File: src/rtl/usic_pkg.sv
package usic_pkg;

  // Number of serial channels sharing the clock generator.
  localparam int unsigned NCH = 2;

  // Register offsets, one register per channel at each offset.
  localparam logic [3:0] A_DATA   = 4'h0;
  localparam logic [3:0] A_TOP_INTERRUPT_ENABLE  = 4'h1;
  localparam logic [3:0] A_ISR    = 4'h2;
  localparam logic [3:0] A_LSREN  = 4'h3;
  localparam logic [3:0] A_LSR    = 4'h4;
  localparam logic [3:0] A_SPEN   = 4'h5;
  localparam logic [3:0] A_SPC    = 4'h6;
  localparam logic [3:0] A_STSEN  = 4'h7;
  localparam logic [3:0] A_STS    = 4'h8;
  localparam logic [3:0] A_OPERATING_CONFIG_A  = 4'h9;
  localparam logic [3:0] A_OPERATING_CONFIG_B  = 4'hA;
  localparam logic [3:0] A_LCR    = 4'hB;
  localparam logic [3:0] A_RXTO   = 4'hC;
  localparam logic [3:0] A_HDPX   = 4'hD;

  // Field positions.
  localparam int unsigned M1_AUTO   = 6;
  localparam int unsigned M1_FORCED = 5;
  localparam int unsigned STS_TXE   = 7;
  localparam int unsigned STS_SLEEP = 6;
  localparam int unsigned STS_CLKRDY = 5;
  localparam int unsigned LSR_CTS   = 7;
  localparam int unsigned LCR_PAR   = 3;
  localparam int unsigned LCR_STOP  = 2;

  // Reset values.
  localparam logic [7:0] RST_ZERO = 8'h00;
  localparam logic [7:0] RST_ISR  = 8'h60;
  localparam logic [7:0] RST_LCR  = 8'h05;
  localparam logic [7:0] RST_STS  = 8'h80;

  // Bits of the general status register that hold sticky events.
  localparam logic [7:0] STS_STICKY = 8'hCF;

  // Start bit, five data bits and one stop bit: the shortest frame.
  localparam logic [3:0] FRAME_BASE = 4'h7;

  // Per-channel power state.
  typedef enum logic [2:0] {
    PS_AWAKE  = 3'b001,
    PS_FORCED = 3'b010,
    PS_AUTO   = 3'b100
  } usic_pwr_t;

endpackage : usic_pkg

File: src/rtl/usic_top.sv
// How it works
// - Clock-stable flag stays low after reset, or after a wake with both channels asleep, until the settle count completes.
// - Clock-stable flag is counter based; meaningless with an external clock source.
// - Forced sleep gates the channel clock; oscillator and PLL stop only with both channels asleep; registers stay accessible.
// - Config A bit 5 set enters forced sleep; cleared leaves it.
// - Config A bit 6 arms automatic sleep for the channel.
// - Auto sleep needs empty FIFOs, no pending interrupt, 65,536 idle characters.
// - Automatic sleep gates exactly the same blocks as forced sleep.
// - Any edge on GPIO, RX or CTS input wakes the channel from automatic sleep at once.
// - Clearing config A bit 6 leaves automatic sleep and disarms it.
// - Each channel sleeps alone; its clock is gated, shared clocking keeps running.
// - With both channels asleep the shared clock generator is switched off.
// - While reset is low registers are held at reset, clock enables stay on and host accesses are ignored.
// - Reset release gives a full reset; host must reprogram all configuration.
// - Interrupt output is low while an enabled interrupt is pending.
// - Interrupt output asserts only when a top interrupt enable bit is set.
// - Top status bits 2:0 summarise line, special-character and general events.
// - Every source bit has an enable bit; all enables reset cleared.
// - Reading top status while pending clears it; details do not re-raise.
// - Special-character and general event registers clear on read.
// - Line status bits follow their conditions; reading leaves them unchanged.
// - Other registers reset to zero and are read/write.
// - Top status resets 0x60, frame format 0x05, general status nonzero.
`timescale 1ns/1ps
`default_nettype none
module usic_top #(
  parameter int unsigned IDLE_CHARS = 65536,
  parameter int unsigned SETTLE_CYC = 1024
) (
  // Clock and reset.
  input  wire logic                      clk,
  input  wire logic                      resetn,
  // Register port from the host serial interface.
  input  wire logic                      reg_ch,
  input  wire logic                      reg_wr,
  input  wire logic                      reg_rd,
  input  wire logic [3:0]                reg_addr,
  input  wire logic [7:0]                reg_wdata,
  output logic      [7:0]                reg_rdata,
  // Holding data towards and from the FIFOs.
  output logic      [usic_pkg::NCH-1:0]  tx_wr,
  output logic      [7:0]                tx_data,
  input  wire logic [usic_pkg::NCH-1:0][7:0] rx_data,
  // Channel pins watched for activity.
  input  wire logic [usic_pkg::NCH-1:0]  rx_pin,
  input  wire logic [usic_pkg::NCH-1:0]  cts_pin,
  input  wire logic [usic_pkg::NCH-1:0][3:0] gpio_pin,
  // Event and condition inputs from the channel data paths.
  input  wire logic [usic_pkg::NCH-1:0][4:0] top_evt,
  input  wire logic [usic_pkg::NCH-1:0][5:0] line_cond,
  input  wire logic [usic_pkg::NCH-1:0][5:0] spc_evt,
  input  wire logic [usic_pkg::NCH-1:0][3:0] gpi_evt,
  input  wire logic [usic_pkg::NCH-1:0]  tx_empty_evt,
  input  wire logic [usic_pkg::NCH-1:0]  fifos_empty,
  input  wire logic [usic_pkg::NCH-1:0]  baud_tick,
  // Clock gating and interrupt.
  output logic      [usic_pkg::NCH-1:0]  ch_clk_en,
  output logic                           shared_clk_en,
  output logic                           irq_n
);

  localparam int unsigned CW = $clog2(IDLE_CHARS + 1);
  localparam int unsigned SW = $clog2(SETTLE_CYC + 1);

  logic [usic_pkg::NCH-1:0]      asleep;
  logic [usic_pkg::NCH-1:0]      ch_irq;
  logic [usic_pkg::NCH-1:0][7:0] rd_ch;
  logic                          settled;

  ////////////////////////////////////////////////////////////////////////////
  // Shared clock generator and its settle counter.

  logic [SW-1:0] settle_r;
  logic [SW-1:0] settle_nxt;

  always_comb begin
    shared_clk_en = ~&asleep;
    settle_nxt    = settle_r;
    if (!shared_clk_en) begin
      settle_nxt = '0;
    end else if (settle_r != SW'(SETTLE_CYC)) begin
      settle_nxt = settle_r + SW'(1);
    end
  end

  always_ff @(posedge clk or negedge resetn) begin
    if (!resetn) begin
      settle_r <= '0;
    end else begin
      settle_r <= settle_nxt;
    end
  end

  assign settled = (settle_r == SW'(SETTLE_CYC));

  ////////////////////////////////////////////////////////////////////////////
  // Per-channel registers, interrupt tree and power state.

  for (genvar c = 0; c < usic_pkg::NCH; c++) begin : g_ch
    logic                wsel;
    logic                rsel;
    logic [7:0]          top_interrupt_enable_r, top_interrupt_enable_nxt, lsren_r, lsren_nxt, spen_r, spen_nxt;
    logic [7:0]          stsen_r, stsen_nxt, operating_config_a_r, operating_config_a_nxt, operating_config_b_r, operating_config_b_nxt;
    logic [7:0]          lcr_r, lcr_nxt, rxto_r, rxto_nxt, hdpx_r, hdpx_nxt;
    logic [7:0]          isr_r, isr_nxt, lsr_r, lsr_nxt, spc_r, spc_nxt, sts_r, sts_nxt;
    logic [7:0]          sts_view;
    logic [2:0]          sum_r, sum_nxt;
    usic_pkg::usic_pwr_t pwr_r, pwr_nxt;
    logic [3:0]          bit_r, bit_nxt, fbits;
    logic [CW-1:0]       chr_r, chr_nxt;
    logic [5:0]          act_r, act_nxt;
    logic                changed;
    logic                entering;

    assign wsel = reg_wr && (reg_ch == 1'(c));
    assign rsel = reg_rd && (reg_ch == 1'(c));

    // Configuration registers; host access works whatever the power state.
    always_comb begin
      top_interrupt_enable_nxt = top_interrupt_enable_r;
      lsren_nxt = lsren_r;
      spen_nxt  = spen_r;
      stsen_nxt = stsen_r;
      operating_config_a_nxt = operating_config_a_r;
      operating_config_b_nxt = operating_config_b_r;
      lcr_nxt   = lcr_r;
      rxto_nxt  = rxto_r;
      hdpx_nxt  = hdpx_r;
      if (wsel) begin
        case (reg_addr)
          usic_pkg::A_TOP_INTERRUPT_ENABLE: top_interrupt_enable_nxt = reg_wdata;
          usic_pkg::A_LSREN: lsren_nxt = reg_wdata;
          usic_pkg::A_SPEN:  spen_nxt  = reg_wdata;
          usic_pkg::A_STSEN: stsen_nxt = reg_wdata;
          usic_pkg::A_OPERATING_CONFIG_A: operating_config_a_nxt = reg_wdata;
          usic_pkg::A_OPERATING_CONFIG_B: operating_config_b_nxt = reg_wdata;
          usic_pkg::A_LCR:   lcr_nxt   = reg_wdata;
          usic_pkg::A_RXTO:  rxto_nxt  = reg_wdata;
          usic_pkg::A_HDPX:  hdpx_nxt  = reg_wdata;
          default: ;
        endcase
      end
    end

    always_ff @(posedge clk or negedge resetn) begin
      if (!resetn) begin
        top_interrupt_enable_r <= usic_pkg::RST_ZERO;
        lsren_r <= usic_pkg::RST_ZERO;
        spen_r  <= usic_pkg::RST_ZERO;
        stsen_r <= usic_pkg::RST_ZERO;
        operating_config_a_r <= usic_pkg::RST_ZERO;
        operating_config_b_r <= usic_pkg::RST_ZERO;
        lcr_r   <= usic_pkg::RST_LCR;
        rxto_r  <= usic_pkg::RST_ZERO;
        hdpx_r  <= usic_pkg::RST_ZERO;
      end else begin
        top_interrupt_enable_r <= top_interrupt_enable_nxt;
        lsren_r <= lsren_nxt;
        spen_r  <= spen_nxt;
        stsen_r <= stsen_nxt;
        operating_config_a_r <= operating_config_a_nxt;
        operating_config_b_r <= operating_config_b_nxt;
        lcr_r   <= lcr_nxt;
        rxto_r  <= rxto_nxt;
        hdpx_r  <= hdpx_nxt;
      end
    end

    // Event registers. A new event in the cycle of a clearing read survives.
    always_comb begin
      sts_view = sts_r & usic_pkg::STS_STICKY;
      sts_view[usic_pkg::STS_CLKRDY] = settled && (pwr_r == usic_pkg::PS_AWAKE);
      lsr_nxt = 8'h00;
      lsr_nxt[5:0] = line_cond[c];
      lsr_nxt[usic_pkg::LSR_CTS] = cts_pin[c];
      sum_nxt = {|(sts_view & stsen_r), |(spc_r & spen_r), |(lsr_r & lsren_r)};
      // Only a rising summary sets the top bit, so a detail still latched
      // after a clearing read does not raise the interrupt again.
      isr_nxt = {top_evt[c], sum_nxt & ~sum_r};
      if (!(rsel && reg_addr == usic_pkg::A_ISR && ch_irq[c])) begin
        isr_nxt = isr_nxt | isr_r;
      end
      spc_nxt = {2'b00, spc_evt[c]};
      if (!(rsel && reg_addr == usic_pkg::A_SPC)) begin
        spc_nxt = spc_nxt | spc_r;
      end
      sts_nxt = 8'h00;
      sts_nxt[3:0] = gpi_evt[c];
      sts_nxt[usic_pkg::STS_TXE] = tx_empty_evt[c];
      sts_nxt[usic_pkg::STS_SLEEP] = entering;
      if (!(rsel && reg_addr == usic_pkg::A_STS)) begin
        sts_nxt = sts_nxt | (sts_r & usic_pkg::STS_STICKY);
      end
    end

    always_ff @(posedge clk or negedge resetn) begin
      if (!resetn) begin
        isr_r <= usic_pkg::RST_ISR;
        lsr_r <= usic_pkg::RST_ZERO;
        spc_r <= usic_pkg::RST_ZERO;
        sts_r <= usic_pkg::RST_STS;
        sum_r <= 3'h0;
      end else begin
        isr_r <= isr_nxt;
        lsr_r <= lsr_nxt;
        spc_r <= spc_nxt;
        sts_r <= sts_nxt;
        sum_r <= sum_nxt;
      end
    end

    assign ch_irq[c] = |(isr_r & top_interrupt_enable_r);

    // Power state with the idle character counter.
    always_comb begin
      act_nxt = {gpio_pin[c], cts_pin[c], rx_pin[c]};
      changed = (act_nxt != act_r);
      fbits   = usic_pkg::FRAME_BASE + {2'b00, lcr_r[1:0]} + {3'b000, lcr_r[usic_pkg::LCR_PAR]}
                + {3'b000, lcr_r[usic_pkg::LCR_STOP]};
      bit_nxt = bit_r;
      chr_nxt = chr_r;
      if (changed || pwr_r != usic_pkg::PS_AWAKE) begin
        bit_nxt = 4'h0;
        chr_nxt = '0;
      end else if (baud_tick[c] && chr_r != CW'(IDLE_CHARS)) begin
        if (bit_r == fbits - 4'h1) begin
          bit_nxt = 4'h0;
          chr_nxt = chr_r + CW'(1);
        end else begin
          bit_nxt = bit_r + 4'h1;
        end
      end
      pwr_nxt = pwr_r;
      unique case (pwr_r)
        usic_pkg::PS_AWAKE: begin
          if (operating_config_a_r[usic_pkg::M1_FORCED]) begin
            pwr_nxt = usic_pkg::PS_FORCED;
          end else if (operating_config_a_r[usic_pkg::M1_AUTO] && fifos_empty[c] && !ch_irq[c]
                       && chr_r == CW'(IDLE_CHARS) && !changed) begin
            pwr_nxt = usic_pkg::PS_AUTO;
          end
        end
        usic_pkg::PS_FORCED: begin
          if (!operating_config_a_r[usic_pkg::M1_FORCED]) begin
            pwr_nxt = usic_pkg::PS_AWAKE;
          end
        end
        usic_pkg::PS_AUTO: begin
          if (operating_config_a_r[usic_pkg::M1_FORCED]) begin
            pwr_nxt = usic_pkg::PS_FORCED;
          end else if (!operating_config_a_r[usic_pkg::M1_AUTO] || changed) begin
            pwr_nxt = usic_pkg::PS_AWAKE;
          end
        end
        default: pwr_nxt = usic_pkg::PS_AWAKE;
      endcase
      entering = (pwr_r == usic_pkg::PS_AWAKE) && (pwr_nxt != usic_pkg::PS_AWAKE);
    end

    always_ff @(posedge clk or negedge resetn) begin
      if (!resetn) begin
        pwr_r <= usic_pkg::PS_AWAKE;
        bit_r <= 4'h0;
        chr_r <= '0;
        act_r <= 6'h00;
      end else begin
        pwr_r <= pwr_nxt;
        bit_r <= bit_nxt;
        chr_r <= chr_nxt;
        act_r <= act_nxt;
      end
    end

    // Both sleep kinds gate the same clock; only this channel is affected.
    assign asleep[c]    = (pwr_r != usic_pkg::PS_AWAKE);
    assign ch_clk_en[c] = ~asleep[c];

    always_comb begin
      rd_ch[c] = 8'h00;
      case (reg_addr)
        usic_pkg::A_DATA:  rd_ch[c] = rx_data[c];
        usic_pkg::A_TOP_INTERRUPT_ENABLE: rd_ch[c] = top_interrupt_enable_r;
        usic_pkg::A_ISR:   rd_ch[c] = isr_r;
        usic_pkg::A_LSREN: rd_ch[c] = lsren_r;
        usic_pkg::A_LSR:   rd_ch[c] = lsr_r;
        usic_pkg::A_SPEN:  rd_ch[c] = spen_r;
        usic_pkg::A_SPC:   rd_ch[c] = spc_r;
        usic_pkg::A_STSEN: rd_ch[c] = stsen_r;
        usic_pkg::A_STS:   rd_ch[c] = sts_view;
        usic_pkg::A_OPERATING_CONFIG_A: rd_ch[c] = operating_config_a_r;
        usic_pkg::A_OPERATING_CONFIG_B: rd_ch[c] = operating_config_b_r;
        usic_pkg::A_LCR:   rd_ch[c] = lcr_r;
        usic_pkg::A_RXTO:  rd_ch[c] = rxto_r;
        usic_pkg::A_HDPX:  rd_ch[c] = hdpx_r;
        default:           rd_ch[c] = 8'h00;
      endcase
    end
  end

  ////////////////////////////////////////////////////////////////////////////
  // Read data, transmit holding strobe and the shared interrupt pin.

  logic [7:0]               rdata_nxt;
  logic [7:0]               txd_nxt;
  logic [usic_pkg::NCH-1:0] txw_nxt;

  always_comb begin
    rdata_nxt = reg_rdata;
    txd_nxt   = tx_data;
    txw_nxt   = '0;
    if (reg_rd) begin
      rdata_nxt = rd_ch[reg_ch];
    end
    if (reg_wr && reg_addr == usic_pkg::A_DATA) begin
      txd_nxt          = reg_wdata;
      txw_nxt[reg_ch]  = 1'b1;
    end
  end

  always_ff @(posedge clk or negedge resetn) begin
    if (!resetn) begin
      reg_rdata <= 8'h00;
      tx_data   <= 8'h00;
      tx_wr     <= '0;
    end else begin
      reg_rdata <= rdata_nxt;
      tx_data   <= txd_nxt;
      tx_wr     <= txw_nxt;
    end
  end

  assign irq_n = ~|ch_irq;

endmodule : usic_top
`default_nettype wire

File: config.mk
export PLATFORM = sky130hd
export DESIGN_NAME = usic_top
export DESIGN_NICKNAME = d
export VERILOG_FILES = /design/src/rtl/usic_pkg.sv /design/src/rtl/usic_top.sv
export SDC_FILE = /design/constraint.sdc
export NUM_CORES = 1
export LEC_CHECK = 0
export ABC_AREA = 0
export ABC_CLOCK_PERIOD_IN_PS = 2600
export BUFFER_PORTS_ARGS = -buffer_cell sky130_fd_sc_hd__clkbuf_2
export CORE_AREA = 2 2 161 163
export CTS_CLUSTER_SIZE = 25
export DETAILED_ROUTE_END_ITERATION = 12
export DIE_AREA = 0 0 163 165
export GPL_ROUTABILITY_DRIVEN = 1
export MAX_ROUTING_LAYER = met4
export PLACE_DENSITY = 0.71
export SYNTH_ARGS = -nofsm -noshare
export SYNTH_HDL_FRONTEND = slang
export SYNTH_SLANG_ARGS = --single-unit
File: constraint.sdc
create_clock -name clk -period 2.6 [get_ports clk]
set_clock_uncertainty 0.1 [all_clocks]
set_input_delay 0.26 -clock clk [delete_from_list [all_inputs] [get_ports clk]]
set_output_delay 0.26 -clock clk [all_outputs]
set_load 0.01 [all_outputs]
Word level (Yosys, flattened, before mapping)
Cells that the tools add are included.
{ "totals": {"reg_bits": 301, "in_bits": 93, "word_cells": 224} }
{ "op_classes": {"n_addsub": 13, "magnitude_cmp": 2, "eq_ne": 33, "muxes": 39, "bitwise_logic": 21, "reduce_logical": 76} }
{ "op_table": {"columns": ["operator", "n"], "rows": [
  ["8-bit one-hot mux with 14 select lines", 2],
  ["17-bit two-way mux", 6],
  ["8-bit bitwise AND", 8],
  ["8-bit two-way mux", 8],
  ["8-bit OR reduction", 8],
  ["2-bit AND reduction", 21],
  ["17-bit by 1-bit adder with 17-bit output, second input constant", 2],
  ["17-bit == test, second input constant", 2],
  ["17-bit != test, second input constant", 2],
  ["8-bit bitwise OR", 4],
  ["3-bit two-way mux", 10],
  ["1-bit logical AND", 28],
  ["4-bit == test, second input constant", 6],
  ["4-bit two-way mux", 6],
  ["11-bit two-way mux", 2],
  ["3-bit one-hot mux with 3 select lines", 2],
  ["4-bit by 1-bit adder with 4-bit output", 4],
  ["4-bit by 3-bit == test with 1-bit output, second input constant", 4],
  ["6-bit by 8-bit bitwise OR with 8-bit output", 2],
  ["16-bit OR reduction", 1],
  ["3-bit by 1-bit != test with 1-bit output, second input constant", 4],
  ["6-bit != test", 2],
  ["11-bit by 1-bit adder with 11-bit output, second input constant", 1],
  ["11-bit == test, second input constant", 1],
  ["other kinds (22)", 48]
]} }

Depth between registers and ports, before layout
Gate-level depths: netlist of the first run.
{ "depth": {"depth_word": 13, "ltp_mapped": 10} }

Least setup slack after synthesis of the first run
OpenSTA, ideal clock, no wires.
{ "synth_timing": {"path_type": "flip-flop to flip-flop", "start": "register g_ch[0].lcr_r[0]", "end": "register g_ch[0].chr_r[7]", "t_arrival_ns": 2.323, "slack_ns": 0.045, "stages_incl_launch_ff": 10, "n_path_buf": 0, "cell_sequence": "dfstp_2 fa_1 inv_1 ha_1 or3b_4 a211oi_4 nand2_4 a211oi_1 xnor2_1 nor2_1"} }
{ "synth_between": {"elab_chain_cells": 7} }
{ "synth_lines": {"columns": ["item", "line_no", "text"], "rows": [
  ["start, declared", "usic_top.sv:104", "logic [7:0] lcr_r, lcr_nxt, rxto_r, rxto_nxt, hdpx_r, hdpx_nxt;"],
  ["start signal, assigned", "usic_top.sv:153", "lcr_r <= usic_pkg::RST_LCR;"],
  ["start signal, assigned", "usic_top.sv:163", "lcr_r <= lcr_nxt;"],
  ["3-bit by 2-bit adder with 4-bit output", "usic_top.sv:218", "fbits = usic_pkg::FRAME_BASE + {2'b00, lcr_r[1:0]} + {3'b000, lcr_r[usic_pkg::LCR_PAR]}"],
  ["4-bit by 1-bit adder with 4-bit output", "usic_top.sv:218", null],
  ["4-bit by 1-bit adder with 4-bit output", "usic_top.sv:219", "+ {3'b000, lcr_r[usic_pkg::LCR_STOP]};"],
  ["4-bit by 1-bit subtractor with 4-bit output", "usic_top.sv:226", "if (bit_r == fbits - 4'h1) begin"],
  ["4-bit == test", "usic_top.sv:226", null],
  ["2-bit nonzero test (no source line)", null, null],
  ["2-bit AND reduction (no source line)", null, null],
  ["end signal, assigned", "usic_top.sv:269", "chr_r <= chr_nxt;"],
  ["end, declared", "usic_top.sv:110", "logic [CW-1:0] chr_r, chr_nxt;"]
]} }
Every way passes these cells.
A chain may end at the register's enable or synchronous reset.

Worst setup path in the final report of the first run
{ "layout_timing": {"start": "register g_ch[0].lcr_r[0]", "end": "register g_ch[0].chr_r[5]"} }
The elaborated chain is that of the path after synthesis.

==> results.md, run 1 <==
- Synth Area in Compound Gates: 12.6%
- Leakage power: between 7 and 8 nW
- Post-Synth Adder-Cell Area: under 10%
- Largest net degree at the start of global routing: 84
- TritonCTS Buffers: 30
- Via-per-instance ratio: between 6 and 7
- Cell variety after synth: 63
- Main combinational cell family by area after synthesis: multiplexers
- Pwr Density: just over 700 nW/µm²
- Hold depth: 4
- Die span in x: around 160 µm
- MaxCap Viol Count: 0
- Status: complete, no violations
- Gr ovfl total: 0
- Main flop type after synthesis: dfrtp_1
- Register area share after synthesis: a little over half
- Worst setup SP type: flop
- Fill cells: between 1500 and 2000
- Max Clk Rate: ~0.4 GHz
- WP data required: 2930 ps
- Vias in the first global route: roughly 11000
- Final Hold Viols: 0
- Starting Density: 53.6%
- #FFs+latches synth: between 200 and 300
- Setup violators final: 0
- Area occupied by multi-input gates: between 5000 and 6000 µm²
- Fin nets: between 1000 and 1500
- Yosys warns: 0
- Post-Synth Simple-Gate Area: 11.9%
- Finished Layout Cells: ~1700
- VDD IR max: roughly 0.50 mV
- Detailed Place HPWL: between 20000 and 30000 µm
- Yosys top cell area share: between 50% and 60%
- CTS HTree Levels: 1
- Via count: between 10000 and 15000
- Yosys top cell by area: dfrtp_1
- Mapped cell area: ~13000 µm²
- Arr. time, crit path: between 2000 and 3000 ps
- Dpl cells: 1596
- Root Driver: clkbuf_16
- Core area: between 20000 and 30000 µm²
- Layout Cell Area excl Fill: 16300 µm²
- Area delta synth->final: 21.7%
- Drt first-iter violations: 1021
- DRC viols: 0
- Post-synthesis mux area share: a little over an eighth
- EDFF count, synth: 0
- Slowest cell on crit path: dfstp_2
- Slowest stage delay, CP: 550 ps
- Worst-case clock buffer depth: 3
- Share of cells above drive strength 1: 29.5%
- Avg Cell Area, Syn: 11.6 µm²
- GR Util All Layers: between 30% and 40%
- IO buf count: ~110
- CTS tree: yes
- RSZ-0062 raised after global routing: yes
- Clock slew at reported path FFs: roughly 70 ps
- Clk sinks: around 290
- Rows: 58
- Synth top area cells: dfrtp_1 52%, mux2_2 13%, a22oi_1 4.6%
- TritonRoute pass-1 iters: 5
- Placed inst area: ~15000 µm²
- Setup CP Type: flop to flop
- Final worst-path setup slack: 76.2 ps
- CP Cell Sequence: fa_1 -> inv_1 -> ha_1 -> or3b_4 -> a211oi_4 -> buf_4 -> nand2_4 -> a211oi_2 -> xnor2_1 -> nor2_1
- Slew headroom: approximately 55%
- Final WL: between 30000 and 40000 µm
- Setup crit end kind: flop
- HP Class: input port to flop
- Fin. max-slew vios: 0
- Largest fanout on the critical path: 8
- Worst Reg-to-Reg Cells: 10
- Part of the cycle the worst path needs: between 90% and 100%
- Clock Latency Late Sink: 560 ps
- Die area: ~27000 µm²
- Tmin final: between 2000 and 3000 ps
- Total Neg Setup Slack: 0 ps
- Antenna violations before repair: 1
- Top Ports: approximately 120
- Most frequent cells in the layout: 279 x dfrtp_1, 151 x mux2_2, 113 x clkbuf_2
- Chip height: around 170 µm
- Most common cell after layout, fill and taps aside: dfrtp_1
- Ys async rst share: 100%
- First-pass GRT wire length: between 60000 and 70000 µm
- Register Area: 7300 µm²
- XOR/XNOR Fraction of Synth Area: 3.52%
- Syn Inst Count: between 1000 and 1500
- Antenna Nets Post-Route: 0
- Dpl ws: -7.81 ps
- Mapped Nets: 1259
- R2r setup slk: about 76 ps
- Final Wtd Congestion: 0.951
- WL/cell: about 22 µm
- Worst Max-Slew Pin Slew: 674 ps
==> registers in the layout (all words and copies together), names as in the netlist, 11 cells and up <==
| name | count |
|---|---|
| g_ch.isr_r | 16 |
| g_ch.act_r | 12 |
| g_ch.lcr_r | 16 |
| g_ch.rxto_r | 16 |
| g_ch.chr_r | 34 |
| g_ch.lsr_r | 12 |
| settle_r | 11 |
| g_ch.top_interrupt_enable_r | 16 |
| g_ch.stsen_r | 16 |
| g_ch.sts_r | 12 |
| g_ch.spen_r | 16 |
| g_ch.spc_r | 12 |
| g_ch.operating_config_a_r | 16 |
| g_ch.hdpx_r | 16 |
| g_ch.lsren_r | 16 |
| g_ch.operating_config_b_r | 16 |
==> Yosys cell counts, types with 25 or more instances <==
| master | number |
|---|---|
| dfrtp_1 | 279 |
| mux2_2 | 151 |
| nor2_1 | 78 |
| nand2_1 | 60 |
| a21oi_1 | 28 |
| xor2_1 | 25 |
| clkbuf_1 | 41 |
| xnor2_1 | 29 |
| inv_1 | 39 |
| a22oi_1 | 83 |
| a21o_1 | 32 |
| nand3_1 | 41 |
| nand4_1 | 25 |
==> cells by family (layout without fill, tap and decap cells) <==
family                   Yosys count  count (layout)
other                              0               1
flip-flops                       291             291
AND/OR/NAND/NOR                  305             305
multiplexers                     159             159
XOR/XNOR                          54              54
adder cells (fa/ha/maj)           12              12
buffers and inverters            104             331
AO/OA/AOI/OAI                    229             229
==> per-layer routing <==
layer	share of wire (%)	vias up	track usage, %
li1	-	4654	-
met1	43	5292	41.2
met2	46	502	45.8
met3	7.9	94	5.73
met4	3.3	0	9.61
met5	0	-	-
==> power breakdown <==
group          switching, mW  total [mW]  internal, mW
combinational          0.899        1.79         0.891
sequential             0.497        5.66          5.17
clock                   1.81        4.36          2.56
==> critical path, delay by kind of cell (launching register included) <==
kind / cells / cell delay (ps)
flip-flops: 1 / 550
AND/OR/NAND/NOR: 3 / 530
buffers and inverters: 2 / 210
XOR/XNOR: 1 / 150
AO/OA/AOI/OAI: 2 / 500
adder cells (fa/ha/maj): 2 / 350
==> timing repair <==
action	4_1_cts	5_1_grt
gates cloned	0	0
buffers inserted	0	1
hold buffers	58	0
setup endpoints to repair	2	12
resized for setup	1	6
pin swaps	1	4
hold endpoints to repair	128	0
==> final timing paths <==
kind                                                                   from                                           to
worst min-delay path                                                 reg_rd                     reg_rdata[5]$_DFFE_PN0P_
min in group asynchronous                                            resetn                   g_ch[1].act_r[5]$_DFF_PN0_
worst max-delay path                           g_ch[0].lcr_r[0]$_DFFE_PN1P_                 g_ch[0].chr_r[5]$_DFFE_PN0P_
max in group asynchronous                                            resetn                   g_ch[0].sts_r[7]$_DFF_PN1_
worst max register to register                 g_ch[0].lcr_r[0]$_DFFE_PN1P_                 g_ch[0].chr_r[5]$_DFFE_PN0P_
worst min register to register  g_ch[0].operating_config_b_r[1]$_DFFE_PN0P_  g_ch[0].operating_config_b_r[1]$_DFFE_PN0P_
==> cell type report <==
cell class / instances / share of cell area (%)
inverter: 39 / 0.897
timing repair buffer: 236 / 10.5
clock buffer: 46 / 5.47
sequential: 291 / 44.7
multi-input combinational: 759 / 35.3
tap: 330 / 2.53
antenna: 1 / 0.0153
clock inverter: 10 / 0.667
==> metrics by stage <==
| stage | util (%) | total power [mW] | hold WS (ps) |
|---|---|---|---|
| CTS | 65.0 | 11.8 | 12.3 |
| global route | 65.2 | 12.3 | 50.9 |
| global placement | 58.7 | 7.35 | 211 |
| floorplan | - | 6.65 | -136 |
| finish | 65.2 | 11.8 | 20.5 |
| detailed placement | 58.7 | 7.42 | 212 |
No activity file was read; power rests on OpenSTA's default activity.
==> run 2, diff against run 1 <==
--- a/config.mk
+++ b/config.mk
@@ -5,13 +5,13 @@
 export SDC_FILE = /design/constraint.sdc
 export NUM_CORES = 1
 export LEC_CHECK = 0
-export ABC_AREA = 0
+export ABC_AREA = 1
 export ABC_CLOCK_PERIOD_IN_PS = 2600
 export BUFFER_PORTS_ARGS = -buffer_cell sky130_fd_sc_hd__clkbuf_2
-export CORE_AREA = 2 2 161 163
+export CORE_AREA = 2 2 162 164
 export CTS_CLUSTER_SIZE = 25
 export DETAILED_ROUTE_END_ITERATION = 12
-export DIE_AREA = 0 0 163 165
+export DIE_AREA = 0 0 164 166
 export GPL_ROUTABILITY_DRIVEN = 1
 export MAX_ROUTING_LAYER = met4
 export PLACE_DENSITY = 0.71
==> results.md, run 2 <==
- Status: complete, no violations
- WL/cell: between 15 and 20 µm
- Fin nets: roughly 1900
- Starting Density: a little over half
- M1 WL: about 17000 µm
- Clock Latency Late Sink: about 530 ps
- Commonest cells in the netlist: 466 x nand2_1, 279 x dfrtp_1, 218 x o21ai_0
- Avg Cell Area, Syn: ~8.3 µm²
- Antenna Nets Post-Route: 0
- Setup crit end kind: flop
- WP data required: around 2900 ps
- Setup CP Type: flop to flop
- TritonCTS Buffers: 34
- Slowest stage delay, CP: 410 ps
- TritonRoute pass-1 iters: 5
- Via count: around 12000
- Pwr Density: between 700 and 800 nW/µm²
- MaxCap Viol Count: 0
- N_diodes: 0
- Register share of total power: 45.2%
- Final Wtd Congestion: between 0.9 and 1
- Mapped cell area: about 14000 µm²
- DR WL met3: 3030 µm
- Vias in the first global route: approximately 12000
- Slowest cell on crit path: fa_1
- Arr. time, crit path: 2760 ps
- Main flop type after synthesis: dfrtp_1
- Final Hold Viols: 0
- Total Neg Setup Slack: 0 ps
- WL met2: around 19000 µm
- Clock slew at reported path FFs: about 60 ps
- Core area: around 26000 µm²
- Syn Inst Count: around 1600
- Most common cell in the synthesized netlist: nand2_1
- GR Util All Layers: between 30% and 40%
- Internal power: a little under 9 mW
- CTS HTree Levels: 2
- Die area: roughly 27000 µm²
- Largest register by flop count: g_ch.chr_r
- Worst Reg-to-Reg Cells: 10
- Final WL: slightly above 40000 µm
- Yosys top cell by area: dfrtp_1
- Synth top area cells: dfrtp_1 52%, nand2_1 13%, o21ai_0 8.1%
- Share of cells above drive strength 1: roughly 13%
- Mapped Nets: 1730
- Largest fanout on the critical path: 10
- Chip height: 166 µm
- Worst setup SP type: flop
- Setup violators final: 0
- Rows: between 50 and 60
- Die span in x: approximately 160 µm
- Layout Cell Area excl Fill: between 15000 and 20000 µm²
- CP dominant cell by count: nand3_1
- CP Cell Sequence: fa_1 -> inv_1 -> ha_1 -> xor2_1 -> nand3_1 -> o21ai_4 -> nand3_1 -> nand2_1 -> o21ai_0 -> o21a_1
- Register area share after synthesis: between 50% and 60%
- Switching share of power: between 20% and 30%
- Drt first-iter violations: 1167
- Max reg flops: 34
- Gr ovfl total: 0
- Ys async rst share: 100%
- Most frequent cells in the layout: 466 x nand2_1, 279 x dfrtp_1, 218 x o21ai_0
- Root Driver: clkbuf_16
- Detailed Place HPWL: around 28000 µm
- Largest net degree at the start of global routing: about 60
- Hold depth: 2
- Net switching power: between 3 and 4 mW
- Max Clk Rate: around 0.4 GHz
- Fill cells: ~2200
- Leakage power: 8.15 nW
- Top Ports: roughly 120
- Fin. max-slew vios: 0
- Part of the cycle the worst path needs: a little over nine tenths
- First-pass GRT wire length: roughly 65000 µm
- Cell variety after synth: 44
- Area delta synth->final: 21.8%
- Top Metal Used: met4
- Clk sinks: around 290
- #FFs+latches synth: just under 300
- Worst-case clock buffer depth: 3
- Slew headroom: between 40% and 50%
- Worst Max-Slew Pin Slew: around 890 ps
- EDFF count, synth: 0
- Antenna violations before repair: 0
- R2r setup slk: between 100 and 150 ps
- VDD IR max: ~0.63 mV
- DRC viols: 0
- CTS tree: yes
- Tmin final: approximately 2500 ps
- Yosys warns: 0
- IO buf count: between 100 and 150
- PnR Total Power: between 10 and 15 mW
- HP Class: input port to flop
- Placed inst area: between 10000 and 15000 µm²
- Clock network power share: around 40%
- Yosys top cell area share: 51.6%
- Combinational share of power: between 10% and 20%
- Most common cell after layout, fill and taps aside: nand2_1
- Via-per-instance ratio: around 5.6
-- run 2: cell type report --
class | instances | area [µm²] | area share [%]
Clock buffer | 47 | 961 | 5.83
Clock inverter | 14 | 224 | 1.36
Sequential cell | 291 | 7300 | 44.2
Inverter | 200 | 751 | 4.55
Timing Repair Buffer | 213 | 1550 | 9.41
Multi-Input combinational cell | 1088 | 5290 | 32.1
Tap cell | 335 | 419 | 2.54
-- run 2: stage by stage --
step / hold WS [ps] / worst slack [ps] / cells / utilization, %
floorplan: -136 / 433 / 1625 / -
global route: 124 / -10.0 / 2188 / 64.4
finish: 122 / 143 / 2188 / 64.4
CTS: 92.7 / 50.3 / 2183 / 64.1
global placement: 88.8 / 217 / 2063 / 57.2
detailed placement: 89.9 / 69.8 / 2063 / 57.2
-- run 2: per-layer routing --
metal / global-route usage [%] / vias up
met5: - / -
met4: 10.6 / 0
met2: 48.8 / 518
met1: 42.8 / 5846
met3: 5.14 / 104
li1: - / 5749
-- run 2: path summary, 6_finish.rpt --
check                                                     end                                        start
min in group asynchronous             settle_r[9]$_DFFE_PN0P_                                       resetn
worst min-delay path                       tx_wr[0]$_DFF_PN0_                                       reg_ch
worst min register to register     g_ch[1].pwr_r[2]$_DFF_PN0_  g_ch[1].operating_config_a_r[5]$_DFFE_PN0P_
worst max register to register  g_ch[1].chr_r[14]$_DFFE_PN0P_                 g_ch[1].lcr_r[0]$_DFFE_PN1P_
worst max-delay path            g_ch[1].chr_r[14]$_DFFE_PN0P_                 g_ch[1].lcr_r[0]$_DFFE_PN1P_
max in group asynchronous          g_ch[0].isr_r[5]$_DFF_PN1_                                       resetn
-- run 2: timing repair --
item	CTS	global route
gates resized for setup	0	3
hold buffers	59	0
buffers inserted	0	4
hold endpoints to repair	288	0
endpoints found under the setup margin	0	6
-- run 2: cell families after synthesis --
family / after synthesis / synth area share (%)
flip-flops: 291 / 53.9
AND/OR/NAND/NOR: 710 / 21.5
AO/OA/AOI/OAI: 359 / 15.8
buffers and inverters: 246 / 7.12
XOR/XNOR: 7 / 0.453
adder cells (fa/ha/maj): 12 / 1.22
-- run 2: power groups by stage --
stage / registers (mW) / logic (mW) / clock network, mW
floorplan: 5.53 / 1.05 / 0
global placement: 5.61 / 1.59 / 0
detailed placement: 5.64 / 1.65 / 0
CTS: 5.57 / 1.73 / 5.09
global route: 5.65 / 1.98 / 5.28
finish: 5.59 / 1.74 / 5.04
-- run 2: critical path: cells and delay by family (launching register included) --
family,cells,cell delay (ps)
simple gates,3,470
flops,1,380
compound gates,3,520
fa+ha+maj,2,640
buf+inv,1,70
xor+xnor,1,160
